==> src/hw/charger_profile_pkg.sv <==
// constants for the charger profile register bank
package charger_profile_pkg;
  localparam int          ADDR_W    = 6;
  localparam int          DATA_W    = 16;
  localparam logic [5:0]  OFS_T32   = 6'h20;
  localparam logic [5:0]  OFS_T43   = 6'h21;
  localparam logic [5:0]  OFS_T54   = 6'h22;
  localparam logic [5:0]  OFS_T65   = 6'h23;
  localparam logic [5:0]  OFS_T76   = 6'h24;
  localparam logic [5:0]  OFS_VHOT  = 6'h25;
  localparam logic [5:0]  OFS_VMID  = 6'h26;
  localparam logic [5:0]  OFS_IHOT  = 6'h27;
  localparam logic [5:0]  OFS_IMID  = 6'h28;
  localparam logic [5:0]  OFS_EN    = 6'h29;
  localparam logic [5:0]  OFS_ABSV  = 6'h2A;
  localparam logic [5:0]  OFS_ABST  = 6'h2B;
  localparam logic [5:0]  OFS_EQV   = 6'h2C;
  localparam logic [5:0]  OFS_EQT   = 6'h2D;
  localparam logic [5:0]  OFS_RECH  = 6'h2E;
  localparam logic [5:0]  OFS_RSVD  = 6'h2F;
  localparam logic [5:0]  OFS_TCHG  = 6'h30;
  localparam logic [5:0]  OFS_TCV   = 6'h31;
  localparam logic [5:0]  OFS_TABS  = 6'h32;
  localparam logic [5:0]  OFS_CVLIM = 6'h1D;
  localparam logic [15:0] RST_T32   = 16'h372A;
  localparam logic [15:0] RST_T43   = 16'h1F27;
  localparam logic [15:0] RST_T54   = 16'h1BCC;
  localparam logic [15:0] RST_T65   = 16'h18B9;
  localparam logic [15:0] RST_T76   = 16'h136D;
  localparam logic [15:0] RST_VHOT  = 16'h0000;
  localparam logic [15:0] RST_VMID  = 16'h0000;
  localparam logic [15:0] RST_IHOT  = 16'h01EF;
  localparam logic [15:0] RST_IMID  = 16'h7FEF;
  localparam logic [15:0] RST_EN    = 16'h0000;
  localparam logic [15:0] RST_ABSV  = 16'h0000;
  localparam logic [15:0] RST_ABST  = 16'h0000;
  localparam logic [15:0] RST_EQV   = 16'h002A;
  localparam logic [15:0] RST_EQT   = 16'h0E10;
  localparam logic [15:0] RST_RECH  = 16'h0000;
  localparam logic [15:0] RST_CVLIM = 16'h0000;
  localparam logic [15:0] MASK_VHOT = 16'h03FF;
  localparam logic [15:0] MASK_VMID = 16'h7FFF;
  localparam logic [15:0] MASK_EN   = 16'h0007;
  localparam logic [15:0] MASK_ADD  = 16'h003F;
  localparam int          EN_CX_BIT    = 2;
  localparam int          EN_LATC_BIT  = 1;
  localparam int          EN_PROF_BIT  = 0;
  localparam int          FLD_W        = 5;
  localparam int          FLD_HI_LSB   = 10;
  localparam int          FLD_MID_LSB  = 5;
  localparam int          FLD_LO_LSB   = 0;
  localparam int          CLK_HZ       = 100_000_000;
  localparam int          SECOND_NS    = 1_000_000_000;
  localparam int          CLK_NS       = 10;
  localparam int          SEC_CYCLES   = SECOND_NS / CLK_NS;
  localparam logic [2:0]  REGION_OFF_COLD = 3'h1;
  localparam logic [2:0]  REGION_OFF_HOT  = 3'h7;

  typedef enum logic [1:0] {
    PH_IDLE   = 2'b00,
    PH_CC     = 2'b01,
    PH_CV     = 2'b11,
    PH_ABSORB = 2'b10
  } phase_t;
endpackage

==> src/hw/charger_profile_config_regs.sv <==
// charger temperature profile, adders, limits and phase timers
//
// The implementer's own choice: strobed register access.
`timescale 1ns/100ps
`default_nettype none
// Function
// - threshold 0x20 divides regions 3 and 2, reset 0x372A
// - threshold 0x21 divides regions 4 and 3, reset 0x1F27
// - threshold 0x22 divides regions 5 and 4, reset 0x1BCC
// - threshold 0x23 divides regions 6 and 5, reset 0x18B9
// - threshold 0x24 divides regions 7 and 6; region 7 is off
// - voltage codes region 6 bits 9:5, region 5 bits 4:0
// - voltage codes region 4 at 14:10, 3 at 9:5, 2 at 4:0
// - current targets regions 6,5 reset 0x0F each, register 0x01EF
// - current targets regions 4,3,2 reset 0x1F,0x1F,0x0F, total 0x7FEF
// - enables: bit2 low-current stop, bit1 lead temp comp, bit0 profile
// - absorb voltage adder six bits 5:0, upper bits reserved
// - equalize voltage adder six bits 5:0, reset 0x002A
// - read-only seconds counter of lithium total charging time
// - read-only seconds counter of non-lithium absorb phase time
// - count constant-voltage seconds; lithium stops at set limit
module charger_profile_config_regs
  import charger_profile_pkg::*;
#(
  parameter int SEC_CNT = SEC_CYCLES
) (
  input  wire logic              mclk_i,
  input  wire logic              resetn_i,
  input  wire logic [ADDR_W-1:0] addr_i,
  input  wire logic [DATA_W-1:0] wdata_i,
  input  wire logic              wr_i,
  input  wire logic              rd_i,
  input  wire logic [15:0]       ntc_ratio_i,
  input  wire logic              lithium_i,
  input  wire logic              charging_i,
  input  wire logic              cv_i,
  input  wire logic              absorb_i,
  output logic      [DATA_W-1:0] rdata_o,
  output logic      [2:0]        region_o,
  output logic                   charge_off_o,
  output logic      [4:0]        vcharge_code_o,
  output logic      [4:0]        icharge_code_o,
  output logic                   cx_term_en_o,
  output logic                   lead_temp_comp_o,
  output logic                   cv_limit_stop_o
);
  if (SEC_CNT < 2) begin : g_bad_sec_cnt
    $error("charger_profile_config_regs: SEC_CNT too small");
  end

  logic              rst_meta;
  logic              rst_n;
  logic [15:0]       t32, t43, t54, t65, t76;
  logic [15:0]       vhot, vmid, ihot, imid, en_bits;
  logic [15:0]       absv, abst, eqv, eqt, rech, cvlim;
  logic [15:0]       tchg, tcv, tabs;
  logic              tick;
  logic [2:0]        next_region;
  logic [4:0]        next_vcode, next_icode;
  logic [DATA_W-1:0] next_rdata;
  phase_t            phase;
  phase_t            next_phase;

  always_ff @(posedge mclk_i or negedge resetn_i) begin
    if (!resetn_i) begin
      rst_meta <= 1'b0;
      rst_n    <= 1'b0;
    end else begin
      rst_meta <= 1'b1;
      rst_n    <= rst_meta;
    end
  end

  function automatic logic wr_hit(input logic [ADDR_W-1:0] ofs);
    return wr_i && addr_i == ofs;
  endfunction

  function automatic logic [4:0] field(input logic [15:0] r, input int lsb);
    return r[lsb +: FLD_W];
  endfunction

  always_ff @(posedge mclk_i or negedge rst_n) begin
    if (!rst_n) t32 <= RST_T32;
    else if (wr_hit(OFS_T32)) t32 <= wdata_i;
  end
  always_ff @(posedge mclk_i or negedge rst_n) begin
    if (!rst_n) t43 <= RST_T43;
    else if (wr_hit(OFS_T43)) t43 <= wdata_i;
  end
  always_ff @(posedge mclk_i or negedge rst_n) begin
    if (!rst_n) t54 <= RST_T54;
    else if (wr_hit(OFS_T54)) t54 <= wdata_i;
  end
  always_ff @(posedge mclk_i or negedge rst_n) begin
    if (!rst_n) t65 <= RST_T65;
    else if (wr_hit(OFS_T65)) t65 <= wdata_i;
  end
  always_ff @(posedge mclk_i or negedge rst_n) begin
    if (!rst_n) t76 <= RST_T76;
    else if (wr_hit(OFS_T76)) t76 <= wdata_i;
  end

  // two voltage fields, reserved bits dropped
  always_ff @(posedge mclk_i or negedge rst_n) begin
    if (!rst_n) vhot <= RST_VHOT;
    else if (wr_hit(OFS_VHOT)) vhot <= wdata_i & MASK_VHOT;
  end
  always_ff @(posedge mclk_i or negedge rst_n) begin
    if (!rst_n) vmid <= RST_VMID;
    else if (wr_hit(OFS_VMID)) vmid <= wdata_i & MASK_VMID;
  end
  always_ff @(posedge mclk_i or negedge rst_n) begin
    if (!rst_n) ihot <= RST_IHOT;
    else if (wr_hit(OFS_IHOT)) ihot <= wdata_i & MASK_VHOT;
  end
  always_ff @(posedge mclk_i or negedge rst_n) begin
    if (!rst_n) imid <= RST_IMID;
    else if (wr_hit(OFS_IMID)) imid <= wdata_i & MASK_VMID;
  end
  always_ff @(posedge mclk_i or negedge rst_n) begin
    if (!rst_n) en_bits <= RST_EN;
    else if (wr_hit(OFS_EN)) en_bits <= wdata_i & MASK_EN;
  end
  always_ff @(posedge mclk_i or negedge rst_n) begin
    if (!rst_n) absv <= RST_ABSV;
    else if (wr_hit(OFS_ABSV)) absv <= wdata_i & MASK_ADD;
  end
  always_ff @(posedge mclk_i or negedge rst_n) begin
    if (!rst_n) eqv <= RST_EQV;
    else if (wr_hit(OFS_EQV)) eqv <= wdata_i & MASK_ADD;
  end

  always_ff @(posedge mclk_i or negedge rst_n) begin
    if (!rst_n) begin
      abst  <= RST_ABST;
      eqt   <= RST_EQT;
      rech  <= RST_RECH;
      cvlim <= RST_CVLIM;
    end else begin
      if (wr_hit(OFS_ABST)) abst <= wdata_i;
      if (wr_hit(OFS_EQT)) eqt <= wdata_i;
      if (wr_hit(OFS_RECH)) rech <= wdata_i;
      if (wr_hit(OFS_CVLIM)) cvlim <= wdata_i;
    end
  end

  // region: higher ratio means colder; ties fall to the warmer side
  always_comb begin
    if (ntc_ratio_i > t32)      next_region = 3'h2;
    else if (ntc_ratio_i > t43) next_region = 3'h3;
    else if (ntc_ratio_i > t54) next_region = 3'h4;
    else if (ntc_ratio_i > t65) next_region = 3'h5;
    else if (ntc_ratio_i > t76) next_region = 3'h6;
    else                        next_region = REGION_OFF_HOT;
  end

  // per-region code selection; profile off uses region 4
  always_comb begin
    next_vcode = field(vmid, FLD_HI_LSB);
    next_icode = field(imid, FLD_HI_LSB);
    if (en_bits[EN_PROF_BIT]) begin
      unique case (next_region)
        3'h2: begin
          next_vcode = field(vmid, FLD_LO_LSB);
          next_icode = field(imid, FLD_LO_LSB);
        end
        3'h3: begin
          next_vcode = field(vmid, FLD_MID_LSB);
          next_icode = field(imid, FLD_MID_LSB);
        end
        3'h5: begin
          next_vcode = field(vhot, FLD_LO_LSB);
          next_icode = field(ihot, FLD_LO_LSB);
        end
        3'h6: begin
          next_vcode = field(vhot, FLD_MID_LSB);
          next_icode = field(ihot, FLD_MID_LSB);
        end
        default: begin
          next_vcode = field(vmid, FLD_HI_LSB);
          next_icode = field(imid, FLD_HI_LSB);
        end
      endcase
    end
  end

  always_ff @(posedge mclk_i or negedge rst_n) begin
    if (!rst_n) begin
      region_o         <= 3'h4;
      charge_off_o     <= 1'b0;
      vcharge_code_o   <= 5'h00;
      icharge_code_o   <= 5'h00;
      cx_term_en_o     <= 1'b0;
      lead_temp_comp_o <= 1'b0;
    end else begin
      region_o         <= next_region;
      charge_off_o     <= en_bits[EN_PROF_BIT] &&
                          next_region == REGION_OFF_HOT;
      vcharge_code_o   <= next_vcode;
      icharge_code_o   <= next_icode;
      cx_term_en_o     <= en_bits[EN_CX_BIT];
      lead_temp_comp_o <= en_bits[EN_LATC_BIT];
    end
  end

  second_tick #(
    .CYCLES (SEC_CNT)
  ) u_tick (
    .clk_i   (mclk_i),
    .rst_n_i (rst_n),
    .tick_o  (tick)
  );

  // charger phase tracked from the state inputs
  always_comb begin
    if (!charging_i)   next_phase = PH_IDLE;
    else if (absorb_i) next_phase = PH_ABSORB;
    else if (cv_i)     next_phase = PH_CV;
    else               next_phase = PH_CC;
  end

  always_ff @(posedge mclk_i or negedge rst_n) begin
    if (!rst_n) phase <= PH_IDLE;
    else phase <= next_phase;
  end

  seconds_counter #(
    .W (DATA_W)
  ) u_tchg (
    .clk_i   (mclk_i),
    .rst_n_i (rst_n),
    .run_i   (lithium_i && phase != PH_IDLE),
    .tick_i  (tick),
    .count_o (tchg)
  );

  seconds_counter #(
    .W (DATA_W)
  ) u_tcv (
    .clk_i   (mclk_i),
    .rst_n_i (rst_n),
    .run_i   (phase == PH_CV),
    .tick_i  (tick),
    .count_o (tcv)
  );

  seconds_counter #(
    .W (DATA_W)
  ) u_tabs (
    .clk_i   (mclk_i),
    .rst_n_i (rst_n),
    .run_i   (!lithium_i && phase == PH_ABSORB),
    .tick_i  (tick),
    .count_o (tabs)
  );

  // timer stop holds until the charge cycle ends; set wins
  always_ff @(posedge mclk_i or negedge rst_n) begin
    if (!rst_n) cv_limit_stop_o <= 1'b0;
    else if (lithium_i && phase == PH_CV && tcv >= cvlim)
      cv_limit_stop_o <= 1'b1;
    else if (!charging_i) cv_limit_stop_o <= 1'b0;
  end

  // unmapped and reserved offsets read zero
  always_comb begin
    unique case (addr_i)
      OFS_T32:   next_rdata = t32;
      OFS_T43:   next_rdata = t43;
      OFS_T54:   next_rdata = t54;
      OFS_T65:   next_rdata = t65;
      OFS_T76:   next_rdata = t76;
      OFS_VHOT:  next_rdata = vhot;
      OFS_VMID:  next_rdata = vmid;
      OFS_IHOT:  next_rdata = ihot;
      OFS_IMID:  next_rdata = imid;
      OFS_EN:    next_rdata = en_bits;
      OFS_ABSV:  next_rdata = absv;
      OFS_ABST:  next_rdata = abst;
      OFS_EQV:   next_rdata = eqv;
      OFS_EQT:   next_rdata = eqt;
      OFS_RECH:  next_rdata = rech;
      OFS_TCHG:  next_rdata = tchg;
      OFS_TCV:   next_rdata = tcv;
      OFS_TABS:  next_rdata = tabs;
      OFS_CVLIM: next_rdata = cvlim;
      default:   next_rdata = '0;
    endcase
  end

  // read data valid only in the cycle after the strobe
  always_ff @(posedge mclk_i or negedge rst_n) begin
    if (!rst_n) rdata_o <= '0;
    else if (rd_i) rdata_o <= next_rdata;
    else rdata_o <= '0;
  end
endmodule
`default_nettype wire

==> src/hw/second_tick.sv <==
// one-cycle enable once per second from the system clock
`timescale 1ns/100ps
`default_nettype none
module second_tick
  import charger_profile_pkg::*;
#(
  parameter int CYCLES = SEC_CYCLES
) (
  input  wire logic clk_i,
  input  wire logic rst_n_i,
  output logic      tick_o
);
  if (CYCLES < 2) begin : g_bad_cycles
    $error("second_tick: CYCLES must be at least 2");
  end

  logic [31:0] cnt;

  always_ff @(posedge clk_i or negedge rst_n_i) begin
    if (!rst_n_i) begin
      cnt    <= 32'h0;
      tick_o <= 1'b0;
    end else if (cnt == 32'(CYCLES - 1)) begin
      cnt    <= 32'h0;
      tick_o <= 1'b1;
    end else begin
      cnt    <= cnt + 32'h1;
      tick_o <= 1'b0;
    end
  end
endmodule
`default_nettype wire

==> src/hw/seconds_counter.sv <==
// saturating seconds counter, cleared whenever its phase is left
`timescale 1ns/100ps
`default_nettype none
module seconds_counter
  import charger_profile_pkg::*;
#(
  parameter int W = DATA_W
) (
  input  wire logic         clk_i,
  input  wire logic         rst_n_i,
  input  wire logic         run_i,
  input  wire logic         tick_i,
  output logic      [W-1:0] count_o
);
  if (W < 1) begin : g_bad_width
    $error("seconds_counter: W must be positive");
  end

  always_ff @(posedge clk_i or negedge rst_n_i) begin
    if (!rst_n_i) begin
      count_o <= '0;
    end else if (!run_i) begin
      count_o <= '0;
    end else if (tick_i && count_o != {W{1'b1}}) begin
      count_o <= count_o + 1'b1;
    end
  end
endmodule
`default_nettype wire

==> config.mk <==
export PLATFORM = sky130hd
export DESIGN_NAME = charger_profile_config_regs
export DESIGN_NICKNAME = d
export VERILOG_FILES = /design/src/hw/charger_profile_pkg.sv /design/src/hw/charger_profile_config_regs.sv /design/src/hw/second_tick.sv /design/src/hw/seconds_counter.sv
export SDC_FILE = /design/constraint.sdc
export NUM_CORES = 1
export LEC_CHECK = 0
export BUFFER_PORTS_ARGS = -buffer_cell sky130_fd_sc_hd__buf_4
export CORE_ASPECT_RATIO = 2
export CORE_MARGIN = 4
export CORE_UTILIZATION = 50
export CTS_BUF_LIST = sky130_fd_sc_hd__clkbuf_4
export DETAILED_ROUTE_END_ITERATION = 6
export GPL_TIMING_DRIVEN = 0
export PLACE_DENSITY = 0.74
export SKIP_LAST_GASP = 1
export SLEW_MARGIN = 15
export SYNTH_ARGS = -nofsm -noshare
export SYNTH_HDL_FRONTEND = slang
export SYNTH_SLANG_ARGS = --single-unit
==> constraint.sdc <==
create_clock -name mclk_i -period 9.3 [get_ports mclk_i]
set_clock_uncertainty 0.05 [all_clocks]
set_input_delay 1.86 -clock mclk_i [delete_from_list [all_inputs] [get_ports mclk_i]]
set_output_delay 1.86 -clock mclk_i [all_outputs]
set_load 0.01 [all_outputs]
-- Word level (Yosys, flattened, before mapping)
Cells that the tools add are included.
- register bits after elaboration: 327
- bits of input ports: 46
- $add $sub $neg: 4
- order comparisons: 6
- equality and inequality tests: 34
- mux-type cells: 24
- reduce and logical (&&, ||, !) cells: 26
- operators by type and width (cell ; count):
    $pmux W16 S19 ; 1
    $mux W16 ; 7
    $eq A6 B6 Y1 const B ; 18
    $gt A16 B16 Y1 ; 5
    $add A16 B1 Y16 const B ; 3
    $ne A16 B16 Y1 const B ; 3
    $pmux W5 S4 ; 2
    $add A32 B1 Y32 const B ; 1
    $eq A32 B27 Y1 const B ; 1
    $mux W32 ; 1
    $logic_and A1 B1 Y1 ; 24
    $ge A16 B16 Y1 ; 1
    $mux W5 ; 2
    $eq A3 B3 Y1 const B ; 3
    $mux W3 ; 3
    $mux W2 ; 4
    $eq A3 B2 Y1 const B ; 2
    $eq A6 B5 Y1 const B ; 1
    $ne A2 B2 Y1 const B ; 3
    $eq A2 B2 Y1 const B ; 2
    $mux W1 ; 4
    $ne A2 B1 Y1 const B ; 1
    $reduce_bool A2 Y1 ; 1
    $logic_not A1 Y1 ; 1

-- Longest topological paths before layout
- depth after elaboration: 9
- depth in mapped cells: 11

-- By module
From an unflattened synthesis, not the netlist that was laid out.
- cell total of the unflattened synthesis: 1595
- area total of the unflattened synthesis: 17639.4 µm²
- by module, submodules not included (module ; instances ; cells an instance ; area each (µm²) ; seq. area each (µm²)):
    charger_profile_config_regs ; 1 ; 1128 ; 13180.1 ; 6243.5
    seconds_counter ; 3 ; 98 ; 910.9 ; 400.4
    second_tick ; 1 ; 173 ; 1726.7 ; 825.8

-- Least setup slack after synthesis
Ideal clock, no wire load.
- path type: input to register
- from: in ntc_ratio_i[11]
- to: reg icharge_code_o[0]
- setup time: 65 ps
- arrival: 4056 ps
- data required time: 9185 ps
- slack: 5129 ps
- stages: 9
- cell sequence: ha_1 > a21o_1 > a221o_1 > a21o_1 > a311o_1 > and2_4 > nor4_4 > a221o_1 > mux2_1
- cells in the longest elaborated chain, start to end: 9
- elaborated cells between the ends (all ways): 16
- those cells by class: 5 x order compare; 4 x eq/ne; 7 x mux
- RTL lines (element ; line ; text):
    start: declaration ; charger_profile_config_regs.sv:33 ; input wire logic [15:0] ntc_ratio_i,
    $gt A16 B16 Y1 ; charger_profile_config_regs.sv:153 ; else if (ntc_ratio_i > t76) next_region = 3'h6;
    $mux W1 ; charger_profile_config_regs.sv:153 ;
    $mux W2 ; charger_profile_config_regs.sv:152 ; else if (ntc_ratio_i > t65) next_region = 3'h5;
    $mux W3 ; charger_profile_config_regs.sv:151 ; else if (ntc_ratio_i > t54) next_region = 3'h4;
    $mux W3 ; charger_profile_config_regs.sv:150 ; else if (ntc_ratio_i > t43) next_region = 3'h3;
    $mux W3 (*) ; charger_profile_config_regs.sv:149 ; if (ntc_ratio_i > t32) next_region = 3'h2;
    $eq A3 B3 Y1 / $eq A3 B2 Y1 (equally long branches) ; charger_profile_config_regs.sv:162 ; unique case (next_region)
    $pmux W5 S4 (*) ; charger_profile_config_regs.sv:162 ;
    $mux W5 (*) ; charger_profile_config_regs.sv:161 ; if (en_bits[EN_PROF_BIT]) begin
    via next_icode[0] ; charger_profile_config_regs.sv:59 ; logic [4:0] next_vcode, next_icode;
    end signal: assignment ; charger_profile_config_regs.sv:200 ; icharge_code_o <= next_icode;
    end: declaration ; charger_profile_config_regs.sv:42 ; output logic [4:0] icharge_code_o,
Mark *: on every way through the listed nets, which the timed path passes. The rest lies on a longest branch.
A chain may end at the register's enable or synchronous reset.

-- Worst setup path after layout
- from: in ntc_ratio_i[9]
- to: reg icharge_code_o[2]
Same word-level chain as after synthesis.

==> key figures <==
Drt
  • DR iter-0 viols: 979
  • Max Used Layer: met4
  • Met1 Wirelength: 17.95 mm
  • Via count: 13120
  • Vias/cell: 6.136
  • Detailed-route wire length per cell: between 20 and 30 µm
  • First-pass DRT Iterations: 7
  • Routed met3 length: 3.290 mm
  • Final wirelength: 55.01 mm
  • Drc violations: 10
  • Met2 wire len: 27.99 mm
  • Antenna-violating nets left: 0

Setup path
  • Setup crit end: icharge_code_o[2]
  • Crit. path cell count: 10
  • Crit end category: flip-flop
  • Setup CP Type: input pin to flip-flop
  • Kind of cell adding the most delay to the critical path: compound AO/OA/AOI/OAI gates
  • Required time worst endpoint: 9.97 ns
  • Slowest-stage cell, CP: nor3_2
  • Crit path launch: ntc_ratio_i[9]
  • R2r worst-path depth: 10
  • R2R Setup Slk: ~5.2 ns
  • Worst r2r src: t43[9]
  • Critical path, cell by cell: buf_4 > ha_1 > a211o_1 > o211ai_1 > a21oi_1 > o31ai_1 > nand3_1 > nor3_2 > a221o_1 > mux2_1
  • Worst path bufs/invs: 1
  • Worst Path Max Fanout: 10
  • Nature of the critical path startpoint: input pin
  • RR Endpoint: icharge_code_o[2]
  • Crit path arrival time: about 5.3 ns
  • CP peak stage delay: 0.83 ns

Synthesis
  • Avg Inst Size Synth: approximately 11 µm²
  • Synth warn: 0
  • Synth Cell Area: between 0.015 and 0.02 mm²
  • Adder-Cell Fraction of Synth Area: 7.401%
  • Asr flop ratio synth: 100.0%
  • Post-synth EDFFs: 0
  • Post-synthesis mux area share: 14.96%
  • Register area share after synthesis: 48.92%
  • Post-synthesis xor/xnor area fraction: 3.575%
  • Complex-gate fraction of the synthesized area: a little under an eighth
  • Top_reg_cell synth: dfrtp_1
  • Mapped Cells: 1485
  • FF+latch count, synth: 327
  • Netlist cell types: 52
  • Syn nets: 1631
  • Largest family of logic cells by synthesized area: multiplexers
  • Synth Area in Simple Gates: 9.748%

Place
  • # placed instances: 2002
  • DP HPWL: 42.59 mm
  • GP Congestion: 1.013
  • Port Buffers: 73

Die
  • Core area: 0.03352 mm²
  • Starting Density: 50.43%
  • Area of the die: 0.03699 mm²
  • Die Span X: 138.0 µm
  • Die height: 268.0 µm
  • Rows: 95
  • I/O pin count: 79

STA
  • Slew Viols, Final: 0
  • Unrepaired setup endpoints after global routing: false
  • Setup violators final: 0
  • Rel. slew slack: 12.84%
  • Min Tclk post-route: 4.668 ns
  • Fmax: ~210 MHz
  • Post-Route Setup TNS: 0 ns
  • Fin. Hold Viols: 0
  • Fin crit share: about half
  • Slew @ Worst Pin: 1.303 ns

Global route
  • Largest net degree at the start of global routing: 65
  • Number of global-route vias before repair: 13850
  • Antenna violations before repair: 1
  • Remaining global-route overflow: 0
  • GR Util All Layers: 29.76%
  • First-pass GRT wire length: a little over 80 mm

Pwr
  • Sw Ratio: 28.51%
  • VDD IR max: about 0.12 mV
  • Reg power frac: 50.6%
  • Logic pwr share: between 10% and 20%
  • Clk pwr share: 34.9%
  • Int Power: 2.429 mW
  • Pwr Density: 177.2 mW/mm²
  • Static leakage: 8.697 nW
  • Switch Pwr: 0.9683 mW

Clocking
  • H-tree levels: 3
  • CTS tree: yes
  • Root Driver: clkbuf_4
  • Sink Count: roughly 330
  • Resized Gates After CTS: 0
  • Hold Buf Count CTS: 0
  • Worst-Skew Late Latency: 0.80 ns
  • Clock transition at path regs: ~0.070 ns
  • Total CTS buffers: 74
  • Longest Clk Path Bufs: 3
  • Setup Buffers After CTS: 0

Layout
  • Nets: 1788
  • Layout cell share with drive strength beyond 1: 29.61%
  • Utilization after layout: 57.19%
  • Multi-input combinational cell area: 0.008069 mm²
  • Filler instances: 2887
  • Sequential cell area: 0.008274 mm²
  • Layout Area Growth over Synthesis: 13.40%
  • Final Non-Filler Cells: 2138

Run
  • MaxCap Viol Count: 0

Run status
  • Failing checks: DRC
  • Status: finished, violations left

Min path
  • Worst min path class: flip-flop to flip-flop
## cell usage in the layout, fill, tap and decap left out, types with 15 or more instances in the layout
master and n:
nand2_1 68, a21o_1 19, mux2_2 211, ha_1 100, nand3_1 48, buf_4 76, xor2_1 46, dfrtp_1 256
nand4_1 28, o21ai_0 19, nor2_1 119, clkbuf_4 120, a221oi_1 49, and3_1 25, a31oi_1 15, inv_1 98
clkbuf_1 54, a22o_1 53, a21oi_1 34, a22oi_1 34, dfstp_2 70, xnor2_1 23
## cell type report
class	count	area share, %
Buffer	57	1.136
Sequential cell	327	43.16
Antenna cell	3	0.03916
Clock inverter	13	0.4177
Multi-Input combinational cell	1003	42.09
Timing Repair Buffer	81	3.694
Inverter	98	1.919
Clock buffer	120	4.699
Tap cell	436	2.846
## kinds of logic (layout without fill, tap and decap cells)
group	Yosys count	count (layout)
AO/OA/AOI/OAI	264	264
flip-flops	327	327
other	1	4
multiplexers	225	225
XOR/XNOR	69	69
adder cells (fa/ha/maj)	100	100
buffers and inverters	155	369
AND/OR/NAND/NOR	344	344
## synthesized netlist by cell type (15+ instances only)
cell type	count	area share (%)
mux2_2	211	14
a22oi_1	34	1.5
dfrtp_1	257	38
ha_1	100	7.4
a31oi_1	15	0.56
a221oi_1	49	2.5
xor2_1	46	2.4
nand3_1	48	1.4
dfstp_2	70	11
inv_1	98	2.2
a21o_1	19	0.84
nand2_1	68	1.5
nor2_1	119	2.6
o21ai_0	19	0.56
nand4_1	28	1.0
xnor2_1	23	1.2
a22o_1	53	2.7
a21oi_1	34	1.0
and3_1	25	0.93
clkbuf_1	54	1.2
## how the worst min path moves through the flow
stage	start	to	depth (start not counted)
after floorplan	rst_meta	rst_n	0
after global placement	rst_meta	rst_n	0
after detailed placement	rst_meta	rst_n	0
after CTS	rst_meta	rst_n	0
after global routing	rst_meta	rst_n	0
final	rst_meta	rst_n	0
## registers in the layout, indices dropped and copies added (netlist names), 16 cells and up
| name | cells |
|---|---|
| t54 | 16 |
| eqt | 16 |
| u_tabs.count_o | 16 |
| t76 | 16 |
| cvlim | 16 |
| u_tcv.count_o | 16 |
| t65 | 16 |
| rech | 16 |
| u_tick.cnt | 32 |
| u_tchg.count_o | 16 |
| t43 | 16 |
| abst | 16 |
| rdata_o | 16 |
| t32 | 16 |
## power by group through the flow
stage                     Sequential, mW  Clock (mW)  Combinational (mW)
after floorplan                     1.70           0               0.308
after global placement              1.75           0               0.441
after detailed placement            1.74           0               0.491
after CTS                           1.71        1.20               0.492
after global routing                1.73        1.27               0.544
final                               1.72        1.19               0.491
## metrics by stage
stage | area, µm² | power [mW] | hold slack [ns] | setup WS, ns
detailed placement | 18180 | 2.229 | 0.2910 | 3.997
global route | 19170 | 3.545 | 0.3155 | 4.561
finish | 19170 | 3.397 | 0.3071 | 4.632
floorplan | 16910 | 2.005 | 0.2811 | 3.969
CTS | 19160 | 3.409 | 0.3103 | 4.814
global placement | 18000 | 2.194 | 0.2873 | 2.169
## metal layers
metal,vias to the layer above,global-route usage [%]
met3,235,5.413
met1,6494,30.04
li1,5783,-
met5,-,0
met4,0,26.44
met2,606,52.25
## worst register-to-register path, cell delays in order (launching register included)
cell      delay [ns]
dfstp_2         0.57
inv_1           0.05
ha_1            0.29
a211o_1         0.29
o211ai_1        0.08
a21oi_1         0.21
o31ai_1         0.65
nand3_1         0.32
nor3_2          0.83
a221o_1         0.44
mux2_1          0.20
(Power assumes the default switching activity.)
